File: config.mk
export PLATFORM = sky130hd
export DESIGN_NAME = pmif_top
export DESIGN_NICKNAME = d
export VERILOG_FILES = /design/src/shared/pmif_pkg.sv /design/src/rtl/pmif_flag_bank.sv /design/src/rtl/pmif_sync.sv /design/src/rtl/pmif_top.sv
export VERILOG_INCLUDE_DIRS = /design/src /design/src/shared
export SDC_FILE = /design/constraint.sdc
export NUM_CORES = 1
export LEC_CHECK = 0
export BUFFER_PORTS_ARGS = -buffer_cell sky130_fd_sc_hd__buf_2
export CAP_MARGIN = 20
export CORE_UTILIZATION = 61
export DETAILED_ROUTE_END_ITERATION = 10
export PLACE_DENSITY_LB_ADDON = 0.1
export SYNTH_ARGS = -nofsm -noshare
export SYNTH_HDL_FRONTEND = slang
export SYNTH_SLANG_ARGS = --single-unit
File: constraint.sdc
create_clock -name SYS_CLK -period 2.8 [get_ports SYS_CLK]
set_input_delay 0 -clock SYS_CLK [delete_from_list [all_inputs] [get_ports SYS_CLK]]
set_output_delay 0 -clock SYS_CLK [all_outputs]
set_load 0.02 [all_outputs]
File: src/shared/pmif_regs.svh
// register offsets, bit layouts, reset values and counts of the interrupt flag banks
`ifndef PMIF_REGS_SVH
`define PMIF_REGS_SVH

`define PMIF_OFS_BUTTON_LIVE 8'h07
`define PMIF_OFS_BUCK_FLAGS  8'h08
`define PMIF_OFS_BUCK_MASKS  8'h09
`define PMIF_OFS_BUCK_LIVE   8'h0a
`define PMIF_OFS_BOOST_FLAGS 8'h0e
`define PMIF_OFS_BOOST_MASKS 8'h0f
`define PMIF_OFS_BOOST_LIVE  8'h10
`define PMIF_OFS_LIN_FLAGS   8'h11
`define PMIF_OFS_LIN_MASKS   8'h12
`define PMIF_OFS_LIN_LIVE    8'h13
`define PMIF_UNMAPPED_RD     8'h00

`define PMIF_BUCK_FLAG_BITS  8'h1b
`define PMIF_BUCK_MASK_WR    8'h7f
`define PMIF_BUCK_MASK_RST   8'h7f
`define PMIF_BOOST_FLAG_BITS 8'hc5
`define PMIF_BOOST_MASK_WR   8'hc5
`define PMIF_BOOST_MASK_RST  8'hc5
`define PMIF_LIN_FLAG_BITS   8'h3f
`define PMIF_LIN_MASK_WR     8'h3f
`define PMIF_LIN_MASK_RST    8'h3f
`define PMIF_FE_OV_BIT       2

`define PMIF_BOOT_LAST       2'h2
`define PMIF_BOOT_DONE       2'h3
`define PMIF_BIT_LAST        3'h7
`define PMIF_I2C_ADDR_DFLT   7'h08
`define PMIF_SYNC_DEPTH      2

`endif

File: src/shared/pmif_pkg.sv
// types shared by the interrupt flag bank design
package pmif_pkg;

  // button-state live register layout, msb first
  typedef struct packed {
    logic       fuse_supply_live;
    logic       test_strap_live;
    logic [3:0] temp_live;          // [0] lowest threshold .. [3] highest
    logic       undervoltage_live;
    logic       button_level_live;
  } pmif_sense0_t;

  // every pin entering from outside the clock domain
  typedef struct packed {
    logic         scl;
    logic         sda;
    logic         front_end_supply_pin;
    pmif_sense0_t s0;
    logic [3:0]   buck_oc;          // a, b, two, three
    logic         boost_oc;
    logic         front_end_ov;
    logic         fuse_running;
    logic         fuse_ecc;
    logic [5:0]   linear_oc;
  } pmif_pins_t;

  // serial slave states, gray along the write path
  typedef enum logic [3:0] {
    PMIF_IDLE  = 4'h0,
    PMIF_ADDR  = 4'h1,
    PMIF_ACK_A = 4'h3,
    PMIF_PTR   = 4'h2,
    PMIF_ACK_P = 4'h6,
    PMIF_WDAT  = 4'h7,
    PMIF_ACK_W = 4'h5,
    PMIF_RDAT  = 4'h4,
    PMIF_RACK  = 4'hc
  } pmif_i2c_st_t;

  typedef struct packed {
    pmif_i2c_st_t st;
    logic [2:0]   bitcnt;
    logic [7:0]   shreg;
    logic         rw;
    logic [7:0]   ptr;
    logic         sda_oe;
    logic         scl_d;
    logic         sda_d;
    logic [1:0]   boot;
  } pmif_top_st_t;

  typedef struct packed {
    logic [7:0] flags;
    logic [7:0] masks;
    logic [7:0] src_d;
  } pmif_bank_st_t;

endpackage

File: src/rtl/pmif_flag_bank.sv
// one bank of sticky write-one-to-clear flags with its mask register
`timescale 1ns/100ps
`default_nettype none
`include "pmif_regs.svh"
module pmif_flag_bank
  import pmif_pkg::*;
#(
  parameter logic [7:0] FLAG_BITS = 8'hff,
  parameter logic [7:0] MASK_WR   = 8'hff,
  parameter logic [7:0] MASK_RST  = 8'hff
) (
  input  wire logic       clk,
  input  wire logic       rst_n,
  input  wire logic       en,
  input  wire logic [7:0] src,
  input  wire logic [7:0] preset,
  input  wire logic       wr_flags,
  input  wire logic       wr_masks,
  input  wire logic [7:0] wdata,
  output logic      [7:0] flags_q,
  output logic      [7:0] masks_q,
  output logic            pend
);
  pmif_bank_st_t st_reg;
  pmif_bank_st_t st_next;
  logic [7:0]    evt;
  logic [7:0]    clr;

  // rising source edges set flags; set beats a same-cycle clear
  always_comb begin
    st_next       = st_reg;
    evt           = en ? (src & ~st_reg.src_d) : 8'h00;
    clr           = wr_flags ? wdata : 8'h00;
    st_next.src_d = src;
    st_next.flags = ((st_reg.flags & ~clr) | evt | preset) & FLAG_BITS;
    if (wr_masks) begin
      st_next.masks = (st_reg.masks & ~MASK_WR) | (wdata & MASK_WR);
    end
  end

  always_ff @(posedge clk or negedge rst_n) begin
    if (!rst_n) begin
      st_reg <= '{flags: 8'h00, masks: MASK_RST, src_d: 8'h00};
    end else begin
      st_reg <= st_next;
    end
  end

  assign flags_q = st_reg.flags;
  assign masks_q = st_reg.masks;
  assign pend    = |(st_reg.flags & ~st_reg.masks);
endmodule // pmif_flag_bank
`default_nettype wire

File: src/rtl/pmif_sync.sv
// two-flop synchroniser for a vector of asynchronous inputs
`timescale 1ns/100ps
`default_nettype none
module pmif_sync
  import pmif_pkg::*;
#(
  parameter int W = 1
) (
  input  wire logic         clk,
  input  wire logic         rst_n,
  input  wire logic [W-1:0] d,
  output logic      [W-1:0] q
);
  typedef struct packed {
    logic [W-1:0] s2;
    logic [W-1:0] s1;
  } pmif_sync_st_t;

  pmif_sync_st_t st_reg;
  pmif_sync_st_t st_next;

  // first stage feeds only the second
  always_comb begin
    st_next.s1 = d;
    st_next.s2 = st_reg.s1;
  end

  always_ff @(posedge clk or negedge rst_n) begin
    if (!rst_n) begin
      st_reg <= '0;
    end else begin
      st_reg <= st_next;
    end
  end

  assign q = st_reg.s2;
endmodule // pmif_sync
`default_nettype wire

File: src/rtl/pmif_top.sv
// interrupt status, mask and live registers reached over a serial two-wire slave
`timescale 1ns/100ps
`default_nettype none
`include "pmif_regs.svh"
module pmif_top
  import pmif_pkg::*;
#(
  parameter logic [6:0] DEV_ADDR = `PMIF_I2C_ADDR_DFLT
) (
  input  wire logic       SYS_CLK,
  input  wire logic       RESET_N,
  input  wire logic       SCL_IN,
  input  wire logic       SDA_IN,
  output logic            SDA_OUT,
  output logic            SDA_OE,
  output logic            IRQ_OUT_N,
  input  wire logic       POWER_BUTTON_IN,
  input  wire logic       UNDERVOLTAGE_IN,
  input  wire logic [3:0] TEMP_ABOVE_IN,
  input  wire logic       TEST_STRAP_PIN,
  input  wire logic       FUSE_SUPPLY_PIN,
  input  wire logic       FRONT_END_SUPPLY_PIN,
  input  wire logic [3:0] BUCK_OC_IN,
  input  wire logic       BOOST_OC_IN,
  input  wire logic       FRONT_END_OV_IN,
  input  wire logic       FUSE_PROG_RUNNING_IN,
  input  wire logic       FUSE_ECC_IN,
  input  wire logic [5:0] LINEAR_OC_IN
);
  pmif_pins_t   raw;
  pmif_pins_t   ps;
  logic [$bits(pmif_pins_t)-1:0] ps_vec;
  pmif_top_st_t st_reg;
  pmif_top_st_t st_next;

  logic       scl_rise;
  logic       scl_fall;
  logic       start;
  logic       stop;
  logic       boot_done;
  logic [7:0] rx_byte;
  logic [7:0] rd_val;
  logic       wr_en;
  logic       wr_bf;
  logic       wr_bm;
  logic       wr_sf;
  logic       wr_sm;
  logic       wr_lf;
  logic       wr_lm;
  logic [7:0] buck_live;
  logic [7:0] boost_live;
  logic [7:0] lin_live;
  logic [7:0] buck_src;
  logic [7:0] boost_src;
  logic [7:0] boost_preset;
  logic       strap_hit;
  logic [7:0] bf_q;
  logic [7:0] bm_q;
  logic [7:0] sf_q;
  logic [7:0] sm_q;
  logic [7:0] lf_q;
  logic [7:0] lm_q;
  logic       bp;
  logic       sp;
  logic       lp;

  // gather all outside pins, then synchronise them together
  always_comb begin
    raw.scl                  = SCL_IN;
    raw.sda                  = SDA_IN;
    raw.front_end_supply_pin = FRONT_END_SUPPLY_PIN;
    raw.s0.fuse_supply_live  = FUSE_SUPPLY_PIN;
    raw.s0.test_strap_live   = TEST_STRAP_PIN;
    raw.s0.temp_live         = TEMP_ABOVE_IN;
    raw.s0.undervoltage_live = UNDERVOLTAGE_IN;
    raw.s0.button_level_live = POWER_BUTTON_IN;
    raw.buck_oc              = BUCK_OC_IN;
    raw.boost_oc             = BOOST_OC_IN;
    raw.front_end_ov         = FRONT_END_OV_IN;
    raw.fuse_running         = FUSE_PROG_RUNNING_IN;
    raw.fuse_ecc             = FUSE_ECC_IN;
    raw.linear_oc            = LINEAR_OC_IN;
  end

  pmif_sync #(
    .W ($bits(pmif_pins_t))
  ) u_sync (
    .clk   (SYS_CLK),
    .rst_n (RESET_N),
    .d     (raw),
    .q     (ps_vec)
  );

  assign ps = pmif_pins_t'(ps_vec);

  // live register images, unused bits read 0
  assign buck_live  = {3'h0, ps.buck_oc[3], ps.buck_oc[2], ps.buck_oc[1], 1'h0, ps.buck_oc[0]};
  assign boost_live = {ps.fuse_ecc, ps.fuse_running, 3'h0, ps.front_end_ov, 1'h0, ps.boost_oc};
  assign lin_live   = {2'h0, ps.linear_oc};

  // flag sources; fuse completion is the falling edge of running
  assign buck_src  = {3'h0, ps.buck_oc[3], ps.buck_oc[2], 1'h0, ps.buck_oc[1], ps.buck_oc[0]};
  assign boost_src = {ps.fuse_ecc, ~ps.fuse_running, 3'h0, ps.front_end_ov, 1'h0, ps.boost_oc};

  // strap check once the synchroniser holds valid pin levels
  assign boot_done    = (st_reg.boot == `PMIF_BOOT_DONE);
  assign strap_hit    = (st_reg.boot == `PMIF_BOOT_LAST) && !ps.front_end_supply_pin;
  assign boost_preset = strap_hit ? (8'h01 << `PMIF_FE_OV_BIT) : 8'h00;

  // bus line edges and bus conditions
  assign scl_rise = ps.scl && !st_reg.scl_d;
  assign scl_fall = !ps.scl && st_reg.scl_d;
  assign start    = ps.scl && st_reg.scl_d && st_reg.sda_d && !ps.sda;
  assign stop     = ps.scl && st_reg.scl_d && !st_reg.sda_d && ps.sda;
  assign rx_byte  = {st_reg.shreg[6:0], ps.sda};

  // register write strobe at the last data bit
  assign wr_en = scl_rise && !start && !stop && (st_reg.st == PMIF_WDAT) && (st_reg.bitcnt == `PMIF_BIT_LAST);
  assign wr_bf = wr_en && (st_reg.ptr == `PMIF_OFS_BUCK_FLAGS);
  assign wr_bm = wr_en && (st_reg.ptr == `PMIF_OFS_BUCK_MASKS);
  assign wr_sf = wr_en && (st_reg.ptr == `PMIF_OFS_BOOST_FLAGS);
  assign wr_sm = wr_en && (st_reg.ptr == `PMIF_OFS_BOOST_MASKS);
  assign wr_lf = wr_en && (st_reg.ptr == `PMIF_OFS_LIN_FLAGS);
  assign wr_lm = wr_en && (st_reg.ptr == `PMIF_OFS_LIN_MASKS);

  pmif_flag_bank #(
    .FLAG_BITS (`PMIF_BUCK_FLAG_BITS),
    .MASK_WR   (`PMIF_BUCK_MASK_WR),
    .MASK_RST  (`PMIF_BUCK_MASK_RST)
  ) u_buck (
    .clk      (SYS_CLK),
    .rst_n    (RESET_N),
    .en       (boot_done),
    .src      (buck_src),
    .preset   (8'h00),
    .wr_flags (wr_bf),
    .wr_masks (wr_bm),
    .wdata    (rx_byte),
    .flags_q  (bf_q),
    .masks_q  (bm_q),
    .pend     (bp)
  );

  pmif_flag_bank #(
    .FLAG_BITS (`PMIF_BOOST_FLAG_BITS),
    .MASK_WR   (`PMIF_BOOST_MASK_WR),
    .MASK_RST  (`PMIF_BOOST_MASK_RST)
  ) u_boost (
    .clk      (SYS_CLK),
    .rst_n    (RESET_N),
    .en       (boot_done),
    .src      (boost_src),
    .preset   (boost_preset),
    .wr_flags (wr_sf),
    .wr_masks (wr_sm),
    .wdata    (rx_byte),
    .flags_q  (sf_q),
    .masks_q  (sm_q),
    .pend     (sp)
  );

  pmif_flag_bank #(
    .FLAG_BITS (`PMIF_LIN_FLAG_BITS),
    .MASK_WR   (`PMIF_LIN_MASK_WR),
    .MASK_RST  (`PMIF_LIN_MASK_RST)
  ) u_lin (
    .clk      (SYS_CLK),
    .rst_n    (RESET_N),
    .en       (boot_done),
    .src      ({2'h0, ps.linear_oc}),
    .preset   (8'h00),
    .wr_flags (wr_lf),
    .wr_masks (wr_lm),
    .wdata    (rx_byte),
    .flags_q  (lf_q),
    .masks_q  (lm_q),
    .pend     (lp)
  );

  // interrupt pin low while any bank has an unmasked flag
  assign IRQ_OUT_N = !(bp || sp || lp);

  // read multiplexer, unmapped pointers read zero
  always_comb begin
    case (st_reg.ptr)
      `PMIF_OFS_BUTTON_LIVE: rd_val = ps.s0;
      `PMIF_OFS_BUCK_FLAGS:  rd_val = bf_q;
      `PMIF_OFS_BUCK_MASKS:  rd_val = bm_q;
      `PMIF_OFS_BUCK_LIVE:   rd_val = buck_live;
      `PMIF_OFS_BOOST_FLAGS: rd_val = sf_q;
      `PMIF_OFS_BOOST_MASKS: rd_val = sm_q;
      `PMIF_OFS_BOOST_LIVE:  rd_val = boost_live;
      `PMIF_OFS_LIN_FLAGS:   rd_val = lf_q;
      `PMIF_OFS_LIN_MASKS:   rd_val = lm_q;
      `PMIF_OFS_LIN_LIVE:    rd_val = lin_live;
      default:               rd_val = `PMIF_UNMAPPED_RD;
    endcase
  end

  // serial slave: bits sampled on clock rise, sda changed only after clock fall
  always_comb begin
    st_next       = st_reg;
    st_next.scl_d = ps.scl;
    st_next.sda_d = ps.sda;
    if (!boot_done) begin
      st_next.boot = st_reg.boot + 2'h1;
    end
    if (stop) begin
      st_next.st     = PMIF_IDLE;
      st_next.sda_oe = 1'h0;
    end else if (start) begin
      st_next.st     = PMIF_ADDR;
      st_next.bitcnt = 3'h0;
      st_next.sda_oe = 1'h0;
    end else begin
      case (st_reg.st)
        PMIF_ADDR, PMIF_PTR, PMIF_WDAT: begin
          if (scl_rise) begin
            st_next.shreg  = rx_byte;
            st_next.bitcnt = st_reg.bitcnt + 3'h1;
            if (st_reg.bitcnt == `PMIF_BIT_LAST) begin
              case (st_reg.st)
                PMIF_ADDR: begin
                  st_next.rw = rx_byte[0];
                  st_next.st = (rx_byte[7:1] == DEV_ADDR) ? PMIF_ACK_A : PMIF_IDLE;
                end
                PMIF_PTR: begin
                  st_next.ptr = rx_byte;
                  st_next.st  = PMIF_ACK_P;
                end
                default: st_next.st = PMIF_ACK_W;
              endcase
            end
          end
        end
        PMIF_ACK_A, PMIF_ACK_P, PMIF_ACK_W: begin
          if (scl_fall) begin
            if (!st_reg.sda_oe) begin
              st_next.sda_oe = 1'h1;         // pull sda low for the acknowledge
            end else begin
              st_next.sda_oe = 1'h0;
              st_next.bitcnt = 3'h0;
              case (st_reg.st)
                PMIF_ACK_A: begin
                  if (st_reg.rw) begin
                    st_next.st     = PMIF_RDAT;
                    st_next.shreg  = rd_val;
                    st_next.sda_oe = !rd_val[7];
                  end else begin
                    st_next.st = PMIF_PTR;
                  end
                end
                PMIF_ACK_P: st_next.st = PMIF_WDAT;
                default: begin
                  st_next.st  = PMIF_WDAT;
                  st_next.ptr = st_reg.ptr + 8'h01;  // auto-increment after a write
                end
              endcase
            end
          end
        end
        PMIF_RDAT: begin
          if (scl_fall) begin
            if (st_reg.bitcnt == `PMIF_BIT_LAST) begin
              st_next.sda_oe = 1'h0;             // release for the master's acknowledge
              st_next.bitcnt = 3'h0;
              st_next.st     = PMIF_RACK;
            end else begin
              st_next.bitcnt = st_reg.bitcnt + 3'h1;
              st_next.shreg  = {st_reg.shreg[6:0], 1'h0};
              st_next.sda_oe = !st_reg.shreg[6];
            end
          end
        end
        PMIF_RACK: begin
          if (scl_rise) begin
            if (ps.sda) begin
              st_next.st = PMIF_IDLE;            // not acknowledged: read ends
            end else begin
              st_next.ptr    = st_reg.ptr + 8'h01;
              st_next.bitcnt = 3'h1;
            end
          end else if (scl_fall && (st_reg.bitcnt != 3'h0)) begin
            st_next.st     = PMIF_RDAT;
            st_next.bitcnt = 3'h0;
            st_next.shreg  = rd_val;
            st_next.sda_oe = !rd_val[7];
          end
        end
        default: st_next.st = PMIF_IDLE;
      endcase
    end
  end

  always_ff @(posedge SYS_CLK or negedge RESET_N) begin
    if (!RESET_N) begin
      st_reg <= '{st: PMIF_IDLE, bitcnt: 3'h0, shreg: 8'h00, rw: 1'h0, ptr: 8'h00,
                  sda_oe: 1'h0, scl_d: 1'h0, sda_d: 1'h0, boot: 2'h0};
    end else begin
      st_reg <= st_next;
    end
  end

  // open-drain data line: only ever pulled low
  assign SDA_OUT = 1'h0;
  assign SDA_OE  = st_reg.sda_oe;
endmodule // pmif_top
`default_nettype wire

# Yosys cells after proc, flatten, opt, wreduce, memory -nomap -nowiden
# Index checks and enable logic that the tools add are counted.
# totals
input_bits	27
regBits	130
# classes
n_eq_ne	50
n_bitwise	28
n_reduce_logical	48
addsub	3
muxes	52
# ops
operator	n
$mux W15	6
$mux W8	11
$pmux W8 S10	1
$pmux W11 S4	1
$eq A8 B4 Y1 const B	5
$not A8 Y8	5
$ne A4 B4 Y1 const B	9
$eq A8 B5 Y1 const B	4
$ne A2 B2 Y1 const B	13
$and A8 B8 Y8	3
$mux W24	1
$pmux W8 S3	1
$reduce_or A8 Y1	3
$logic_and A1 B1 Y1	19
$mux W9	2
$eq A4 B3 Y1 const B	4
$mux W4	4
$pmux W4 S4	1
$reduce_and A8 Y1	2
$mux W3	5
$mux W7	2
$and A6 B6 Y6	2
$mux W6	2
$ne A3 B3 Y1 const B	4
41 further kinds	71

# Longest topological paths before layout
# Gate-level depths: netlist of run 1.
# depth
ltp_word	14
ltp_mapped	10

# By module
# Synthesis of run 1 repeated with hierarchy kept, for this count alone.
# hier_totals
hier_cells	616
area_unflattened_um2	6438.7
# modules_own_cells
module	n_inst	area_per_inst_um2	seq_area_each_um2	cells_per_inst
pmif_top	1	3071.7	700.7	383
pmif_sync	1	1251.2	1251.2	50
pmif_flag_bank (u_lin)	1	819.5	457.9	76
pmif_flag_bank (u_buck)	1	709.4	384.1	57
pmif_flag_bank (u_boost)	1	586.8	305.3	50

# Least setup slack after synthesis of run 1
# OpenSTA, ideal clock, no wires.
# synth_timing
path_type	reg2reg
from	register st_reg[5] in the netlist's numbering
to	register st_reg, in the netlist rx_byte[1]
path_stages_with_launch	10
path_slack_ns	0.670
t_required_ns	2.681
setup_time_ns	0.119
t_arrival_ns	2.012
period_less_slack_ns	2.130
cell_sequence	dfrtp_1 > inv_1 > ha_1 > clkbuf_1 > or4_1 > a22oi_1 > o22ai_1 > nand3_1 > o221ai_1 > o21a_1
# synth_between
elab_chain_len	7
# synth_rtl
item	line	text
start: declaration	pmif_top.sv:33	pmif_top_st_t st_reg;
start signal: assignment	pmif_top.sv:297	st_reg <= '{st: PMIF_IDLE, bitcnt: 3'h0, shreg: 8'h00, rw: 1'h0, ptr: 8'h00,
start signal: assignment	pmif_top.sv:300	st_reg <= st_next;
$eq A8 B5 Y1 (tied with other cells)	pmif_top.sv:185	case (st_reg.ptr)
$pmux W8 S10 *	pmif_top.sv:185	
$mux W15 / $mux W8 (equally long branches)	pmif_top.sv:283, pmif_top.sv:245	
$mux W15 / $mux W8 (equally long branches)	pmif_top.sv:211, pmif_top.sv:243	
$mux W15, on equally long branches	pmif_top.sv:208, pmif_top.sv:238	
$mux W8 / $mux W15 (equally long branches)	pmif_top.sv:276, pmif_top.sv:237	
$pmux W11 S4 *	pmif_top.sv:216	case (st_reg.st)
# Mark *: on every way between the ends. The rest lies on a longest branch, timed or not. The select of a mux whose other input is x is not followed.
# A chain may end at the register's enable or synchronous reset.

# Final worst setup path of run 1
# layout_timing
from	register st_reg[5] in the netlist's numbering
to	register st_reg, in the netlist rx_byte[4]
# Same word-level chain as after synthesis.

==> results.sh, run 1 <==
export IMPL_gp_congestion=0.921
export IMPL_wl_met2_um=7300
export IMPL_yosys_warnings=0
export IMPL_p_leak_uw=0.00301
export IMPL_nets=636
export IMPL_grt_pass1_wl_um=24700
export IMPL_dr_pass1_iters=8
export IMPL_cts_inserted_buffers=17
export IMPL_wl_met1_um=6310
export IMPL_ys_flop_type="dfrtp_1"
export IMPL_clock_sinks=123
export IMPL_antenna_left=0
export IMPL_synthToLayoutAreaGrowth_pct=19.0
export IMPL_syn_nets=581
export IMPL_antenna_found_initial=0
export IMPL_finalCritPeriodShare=0.892
export IMPL_top_layer="met4"
export IMPL_fmax_mhz=401
export IMPL_viasPerCell=6.25
export IMPL_setup_worst_path_class="register to register"
export IMPL_critPathMaxFanout=11
export IMPL_port_buffers=28
export IMPL_hold_viol_final=0
export IMPL_hold_class="input pin to async pin"
export IMPL_critPathCaptureType="register"
export IMPL_pwr_density_cell_mw_per_mm2=855
export IMPL_start_util=0.630
export IMPL_synthArstFlopShare=1.00
export IMPL_ys_types=81
export IMPL_pre_cts_ws_ps=412
export IMPL_synth_area_top_cells="dfrtp_1 (45%), dfstp_2 (7.6%), nand2_1 (4.7%)"
export IMPL_crit_start="st_reg[5]$_DFFE_PN0P_"
export IMPL_setup_worst_path_start_class="register"
export IMPL_synth_top_area_cell="dfrtp_1"
export IMPL_antenna_cells=0
export IMPL_coreArea_mm2=0.00928
export IMPL_wl_met3_um=1090
export IMPL_insertion_delay_ps=530
export IMPL_drv_slew=0
export IMPL_grt_remaining_overflow=0
export IMPL_die_area_mm2=0.00998
export IMPL_fin_ws_ps=303
export IMPL_syn_area_per_cell_um2=10.8
export IMPL_synth_cells=544
export IMPL_critPathRequiredTime_ps=3200
export IMPL_rows=35
export IMPL_rsz0062_at_grt="no"
export IMPL_wl_per_cell_um=20.5
export IMPL_finalSetupViolCount=0
export IMPL_routed_wl_um=15200
export IMPL_postCtsSetupRepairBufs=0
export IMPL_ir_worst_vdd_v=0.000576
export IMPL_ctsHoldBuffers=26
export IMPL_clockBufferDepth=2
export IMPL_cts_tree="yes"
export IMPL_skew_ps=12.1
export IMPL_tns_ps=0
export IMPL_synth_seq_area_share=0.530
export IMPL_synth_enable_flop_cells=0
export IMPL_synth_seq_cells=123
export IMPL_io_pins=30
export IMPL_post_route_min_period_ps=2500
export IMPL_die_y_um=99.9
export IMPL_cts_clk_slew_worst_paths_ps=60
export IMPL_htree_levels=4
export IMPL_tightest_slew_ps=725
export IMPL_ctsRootBufferMaster="clkbuf_8"
export IMPL_status="finished clean"
export IMPL_dpl_hpwl_um=9680
export IMPL_fin_util=0.750
export IMPL_die_x_um=99.9
export IMPL_cap_violations=0
export IMPL_num_vias=4632
export IMPL_grt_max_degree=55
export IMPL_slew_headroom=0.517
export IMPL_grt_pass1_vias=4579
export IMPL_drc=0
export IMPL_syn_area_mm2=0.00585
export IMPL_r2r_start="st_reg[5]$_DFFE_PN0P_"
export IMPL_arrival_ps=2890
export IMPL_synth_top_cell_area_share=0.454
export IMPL_drive_gt1_frac=0.225
export IMPL_drt_iter0_drc=423
export IMPL_ctsResizeCount=0
export IMPL_grt_usage=0.331
## logic make-up after synthesis
logic type / after synthesis / share of synthesized area
mux: 23 / 0.0439
compound gates: 146 / 0.185
other cells: 1 / 0.000641
xor+xnor: 4 / 0.00728
buf+inv: 62 / 0.0526
fa+ha+maj: 11 / 0.0233
simple gates: 174 / 0.157
flops: 123 / 0.530
## power breakdown
group	internal (µW)	switching (µW)
clock	1390	919
combinational	573	753
sequential	1950	359
## cells in the final DEF, fill, tap and decap left out, types with 4 or more instances in the layout
cell type      instances
inv_6                  5
nor2b_1                7
a21oi_1               21
o211ai_1               4
nor2_1                22
and3_1                 6
a22oi_1                8
ha_1                  10
clkbuf_16             16
o221ai_1               4
a22o_1                 5
a222oi_1               7
mux2i_1                5
o2bb2ai_1              8
o21ai_1                5
dfstp_2               17
nand2_1               73
nand2b_1               5
mux2_2                16
o22ai_1               11
and2_1                 7
o21a_1                 7
nand3_1               16
a21o_1                 4
nand4_1                4
o31ai_1                4
buf_4                 17
dlygate4sd3_1         26
inv_1                 25
a31oi_1                9
dfrtp_1              106
buf_2                 27
o21ai_0               21
## through the flow
step           total power [µW]  instance area (µm²)  cells  hold slack, ps
6_report                   5950                 6960    741            65.3
5_1_grt                    6200                 6960    741             123
4_1_cts                    5940                 6960    741            90.6
3_5_place_dp               3580                 6090    683            85.3
3_3_place_gp               3550                 6090    683            68.2
2_1_floorplan              3180                 5850    544            -296
## area by class of cell
cell class                 instances  area [µm²]
fill                             633        2320
clock inverter                    15         201
tap                              129         161
multi-input combinational        359        2440
inverter                          27         101
sequential                       123        3100
clock buffer                      17         414
timing repair buffer              71         543
## synthesized netlist by cell type (3+ instances only)
cell type  instances
a2bb2oi_1          3
clkbuf_1          14
nor3_1             3
inv_1             25
and3_1             6
nand3_1           16
o21ai_0           21
nand2_1           73
buf_2              8
and2_1             7
nor4_1             3
o211ai_1           4
a22oi_1            8
a22o_1             5
dfstp_2           17
o2bb2ai_1          8
ha_1              10
buf_4              7
o221ai_1           4
nor2_2             3
a21oi_2            3
a222oi_1           7
nor2b_1            7
o22ai_1           11
o21ai_1            5
buf_6              5
nand4_1            4
dfrtp_1          106
xnor2_1            3
mux2i_1            5
a32o_1             3
nor2_1            22
o21a_1             7
o31ai_1            4
a21oi_1           21
a21o_1             4
mux2_2            16
nand2b_1           5
a31oi_1            9
## final timing paths
check,endpoint,slack [ps],cells past startpoint
min in group SYS_CLK,u_sync.st_next[47]$_DFF_PN0_,110,2
max reg2reg,rx_byte[4]$_DFFE_PN0P_,300,8
min,u_sync.q[6]$_DFF_PN0_,70,2
max in group asynchronous,u_buck.masks_q[3]$_DFFE_PN1P_,1970,3
max,rx_byte[4]$_DFFE_PN0P_,300,8
min reg2reg,u_sync.q[20]$_DFF_PN0_,350,0
## worst max-delay path, stage by stage, from the launching register on
cell,delay [ps]
dfrtp_1,480
inv_1,120
ha_1,370
or4_1,560
a22oi_1,170
o22ai_1,100
nand3_1,250
a2bb2oi_1,220
a21oi_1,100
## per-layer routing
metal	vias to the layer above	track usage
li1	2078	-
met4	0	0.145
met5	-	0
met2	229	0.510
met3	42	0.0620
met1	2283	0.465
(Power assumes the default switching activity.)
==> inputs of run 2 (changes only) <==
CORE_UTILIZATION = 40   (was 61)
==> run 2 against run 1 <==
Net effect: highest routed layer unchanged; non-clock buffer count up 1; register-to-register slack about the same; power up 1.2%; first-iteration DRC count up 15%; die area up 51%; sequential share of layout area down 0.63 points.
==> results.sh, run 2 (synthesized netlist as in run 1, its figures left out) <==
export IMPL_status="finished clean"
export IMPL_htree_levels=4
export IMPL_die_y_um=123
export IMPL_dr_pass1_iters=5
export IMPL_r2r_end="rx_byte[1]$_DFFE_PN0P_"
export IMPL_finalCritPeriodShare=0.886
export IMPL_cpPeakStageDelay_ps=570
export IMPL_setup_worst_path_class="register to register"
export IMPL_final_cell_mix="dfrtp_1 (106), nand2_1 (73), dlygate4sd3_1 (27), buf_2 (27), inv_1 (25)"
export IMPL_dpl_cell_count=734
export IMPL_crit_path_top_delay_cell="or4_1"
export IMPL_wl_per_cell_um=18.4
export IMPL_grt_max_degree=122
export IMPL_rows=43
export IMPL_grt_pass1_wl_um=23500
export IMPL_die_x_um=123
export IMPL_routed_wl_um=14600
export IMPL_drive_gt1_frac=0.223
export IMPL_r2r_start="st_reg[5]$_DFFE_PN0P_"
export IMPL_hold_class="input pin to async pin"
export IMPL_rrSetupSlack_ps=320
export IMPL_antenna_left=0
export IMPL_clockBufferDepth=2
export IMPL_worst_r2r_cell_count=8
export IMPL_critPathRequiredTime_ps=3110
export IMPL_die_area_mm2=0.0151
export IMPL_finalSetupViolCount=0
export IMPL_cts_tree="yes"
export IMPL_final_common_cell="dfrtp_1"
export IMPL_pwr_density_cell_mw_per_mm2=853
export IMPL_arrival_ps=2800
export IMPL_drc=0
export IMPL_grt_usage=0.213
export IMPL_drv_slew=0
export IMPL_final_cells=793
export IMPL_nets=637
export IMPL_viasPerCell=5.55
export IMPL_gp_congestion=0.899
export IMPL_io_pins=30
export IMPL_rsz0062_at_grt="no"
export IMPL_critPathMaxFanout=11
export IMPL_critPathCaptureType="register"
export IMPL_ctsRootBufferMaster="clkbuf_16"
export IMPL_fillers=1298
export IMPL_dpl_hpwl_um=9800
export IMPL_antenna_found_initial=0
export IMPL_crit_start="st_reg[5]$_DFFE_PN0P_"
export IMPL_cts_clk_slew_worst_paths_ps=60
export IMPL_post_route_min_period_ps=2480
export IMPL_skew_ps=6.82
export IMPL_drt_iter0_drc=487
export IMPL_start_util=0.415
export IMPL_port_buffers=28
export IMPL_hold_viol_final=0
export IMPL_ir_worst_vdd_v=0.000681
export IMPL_cts_inserted_buffers=17
export IMPL_grt_remaining_overflow=0
export IMPL_cp_cell_sequence="inv_1 > ha_1 > or4_1 > a22oi_1 > o22ai_1 > nand3_1 > o221ai_1 > o21a_1"
export IMPL_coreArea_mm2=0.0141
export IMPL_insertion_delay_ps=430
export IMPL_fmax_mhz=403
export IMPL_p_leak_uw=0.00301
export IMPL_tightest_slew_ps=745
export IMPL_grt_pass1_vias=4248
export IMPL_crit_path_end="rx_byte[1]$_DFFE_PN0P_"
export IMPL_num_vias=4402
export IMPL_tns_ps=0
export IMPL_clock_sinks=123
export IMPL_synthToLayoutAreaGrowth_pct=20.8
export IMPL_antenna_cells=0
export IMPL_setup_worst_path_start_class="register"
export IMPL_slew_headroom=0.499
export IMPL_cap_violations=0
run 2: changes by cell type in the layout (fill, tap and decap cells not counted), moves of 2 or more:
cell	before	now
inv_8	3	0
inv_6	5	3
clkinv_4	3	1
clkinvlp_4	1	4
run 2: critical path, delay by kind of cell, from the launching register on:
family	cells	cell delay, ps
adder cells (fa/ha/maj)	1	370
AO/OA/AOI/OAI	4	570
flip-flops	1	470
AND/OR/NAND/NOR	2	850
buffers and inverters	1	120
run 2: final cells by class:
type	instances	area, µm²	area share
Clock inverter	12	185	0.0262
Inverter	27	101	0.0144
Tap cell	180	225	0.0319
Multi-Input combinational cell	359	2440	0.346
Timing Repair Buffer	72	553	0.0783
Clock buffer	20	457	0.0647
Sequential cell	123	3100	0.439
run 2: where the power goes:
group / switching (µW) / internal [µW] / total (µW) / leakage, µW
clock: 838 / 1540 / 2380 / 0.000300
combinational: 753 / 585 / 1340 / 0.00132
sequential: 347 / 1950 / 2300 / 0.00139
total: 1940 / 4080 / 6020 / 0.00301
run 2: worst min path at each step:
stage | to | slack, ps | startpoint
after floorplan | SDA_OE$_DFFE_PN0P_ | -300 | RESET_N
after global placement | u_sync.q[21]$_DFF_PN0_ | -200 | RESET_N
after detailed placement | u_sync.st_next[46]$_DFF_PN0_ | -200 | RESET_N
after CTS | u_sync.st_next[26]$_DFF_PN0_ | 200 | LINEAR_OC_IN[1]
after global routing | u_sync.st_next[43]$_DFF_PN0_ | 200 | TEMP_ABOVE_IN[2]
final | u_sync.q[20]$_DFF_PN0_ | 210 | RESET_N
run 2: per-stage QoR:
| stage | hold WS (ps) | power (µW) | util | setup WS, ps | instance area (µm²) |
|---|---|---|---|---|---|
| 6_report | 211 | 6020 | 0.501 | 318 | 7060 |
| 5_1_grt | 202 | 6310 | 0.501 | 135 | 7060 |
| 4_1_cts | 197 | 6050 | 0.501 | 379 | 7060 |
| 3_5_place_dp | -202 | 3620 | 0.436 | 394 | 6150 |
| 3_3_place_gp | -200 | 3620 | 0.436 | 466 | 6150 |
| 2_1_floorplan | -296 | 3180 | - | 670 | 5850 |
run 2: layer usage:
metal | wire length, µm | global-route usage | vias up
met3 | 665 | 0.0452 | 23
met5 | 0 | 0 | -
met1 | 6960 | 0.301 | 2194
li1 | - | - | 2072
met4 | 281 | 0.0899 | 0
met2 | 6650 | 0.316 | 113
run 2: repair_timing:
action | 4_1_cts | 5_1_grt
setup buffers | 0 | 0
endpoints found under the setup margin | 0 | 0
hold endpoints to repair | 131 | 0
resized for setup | 0 | 0
hold buffers | 27 | 0
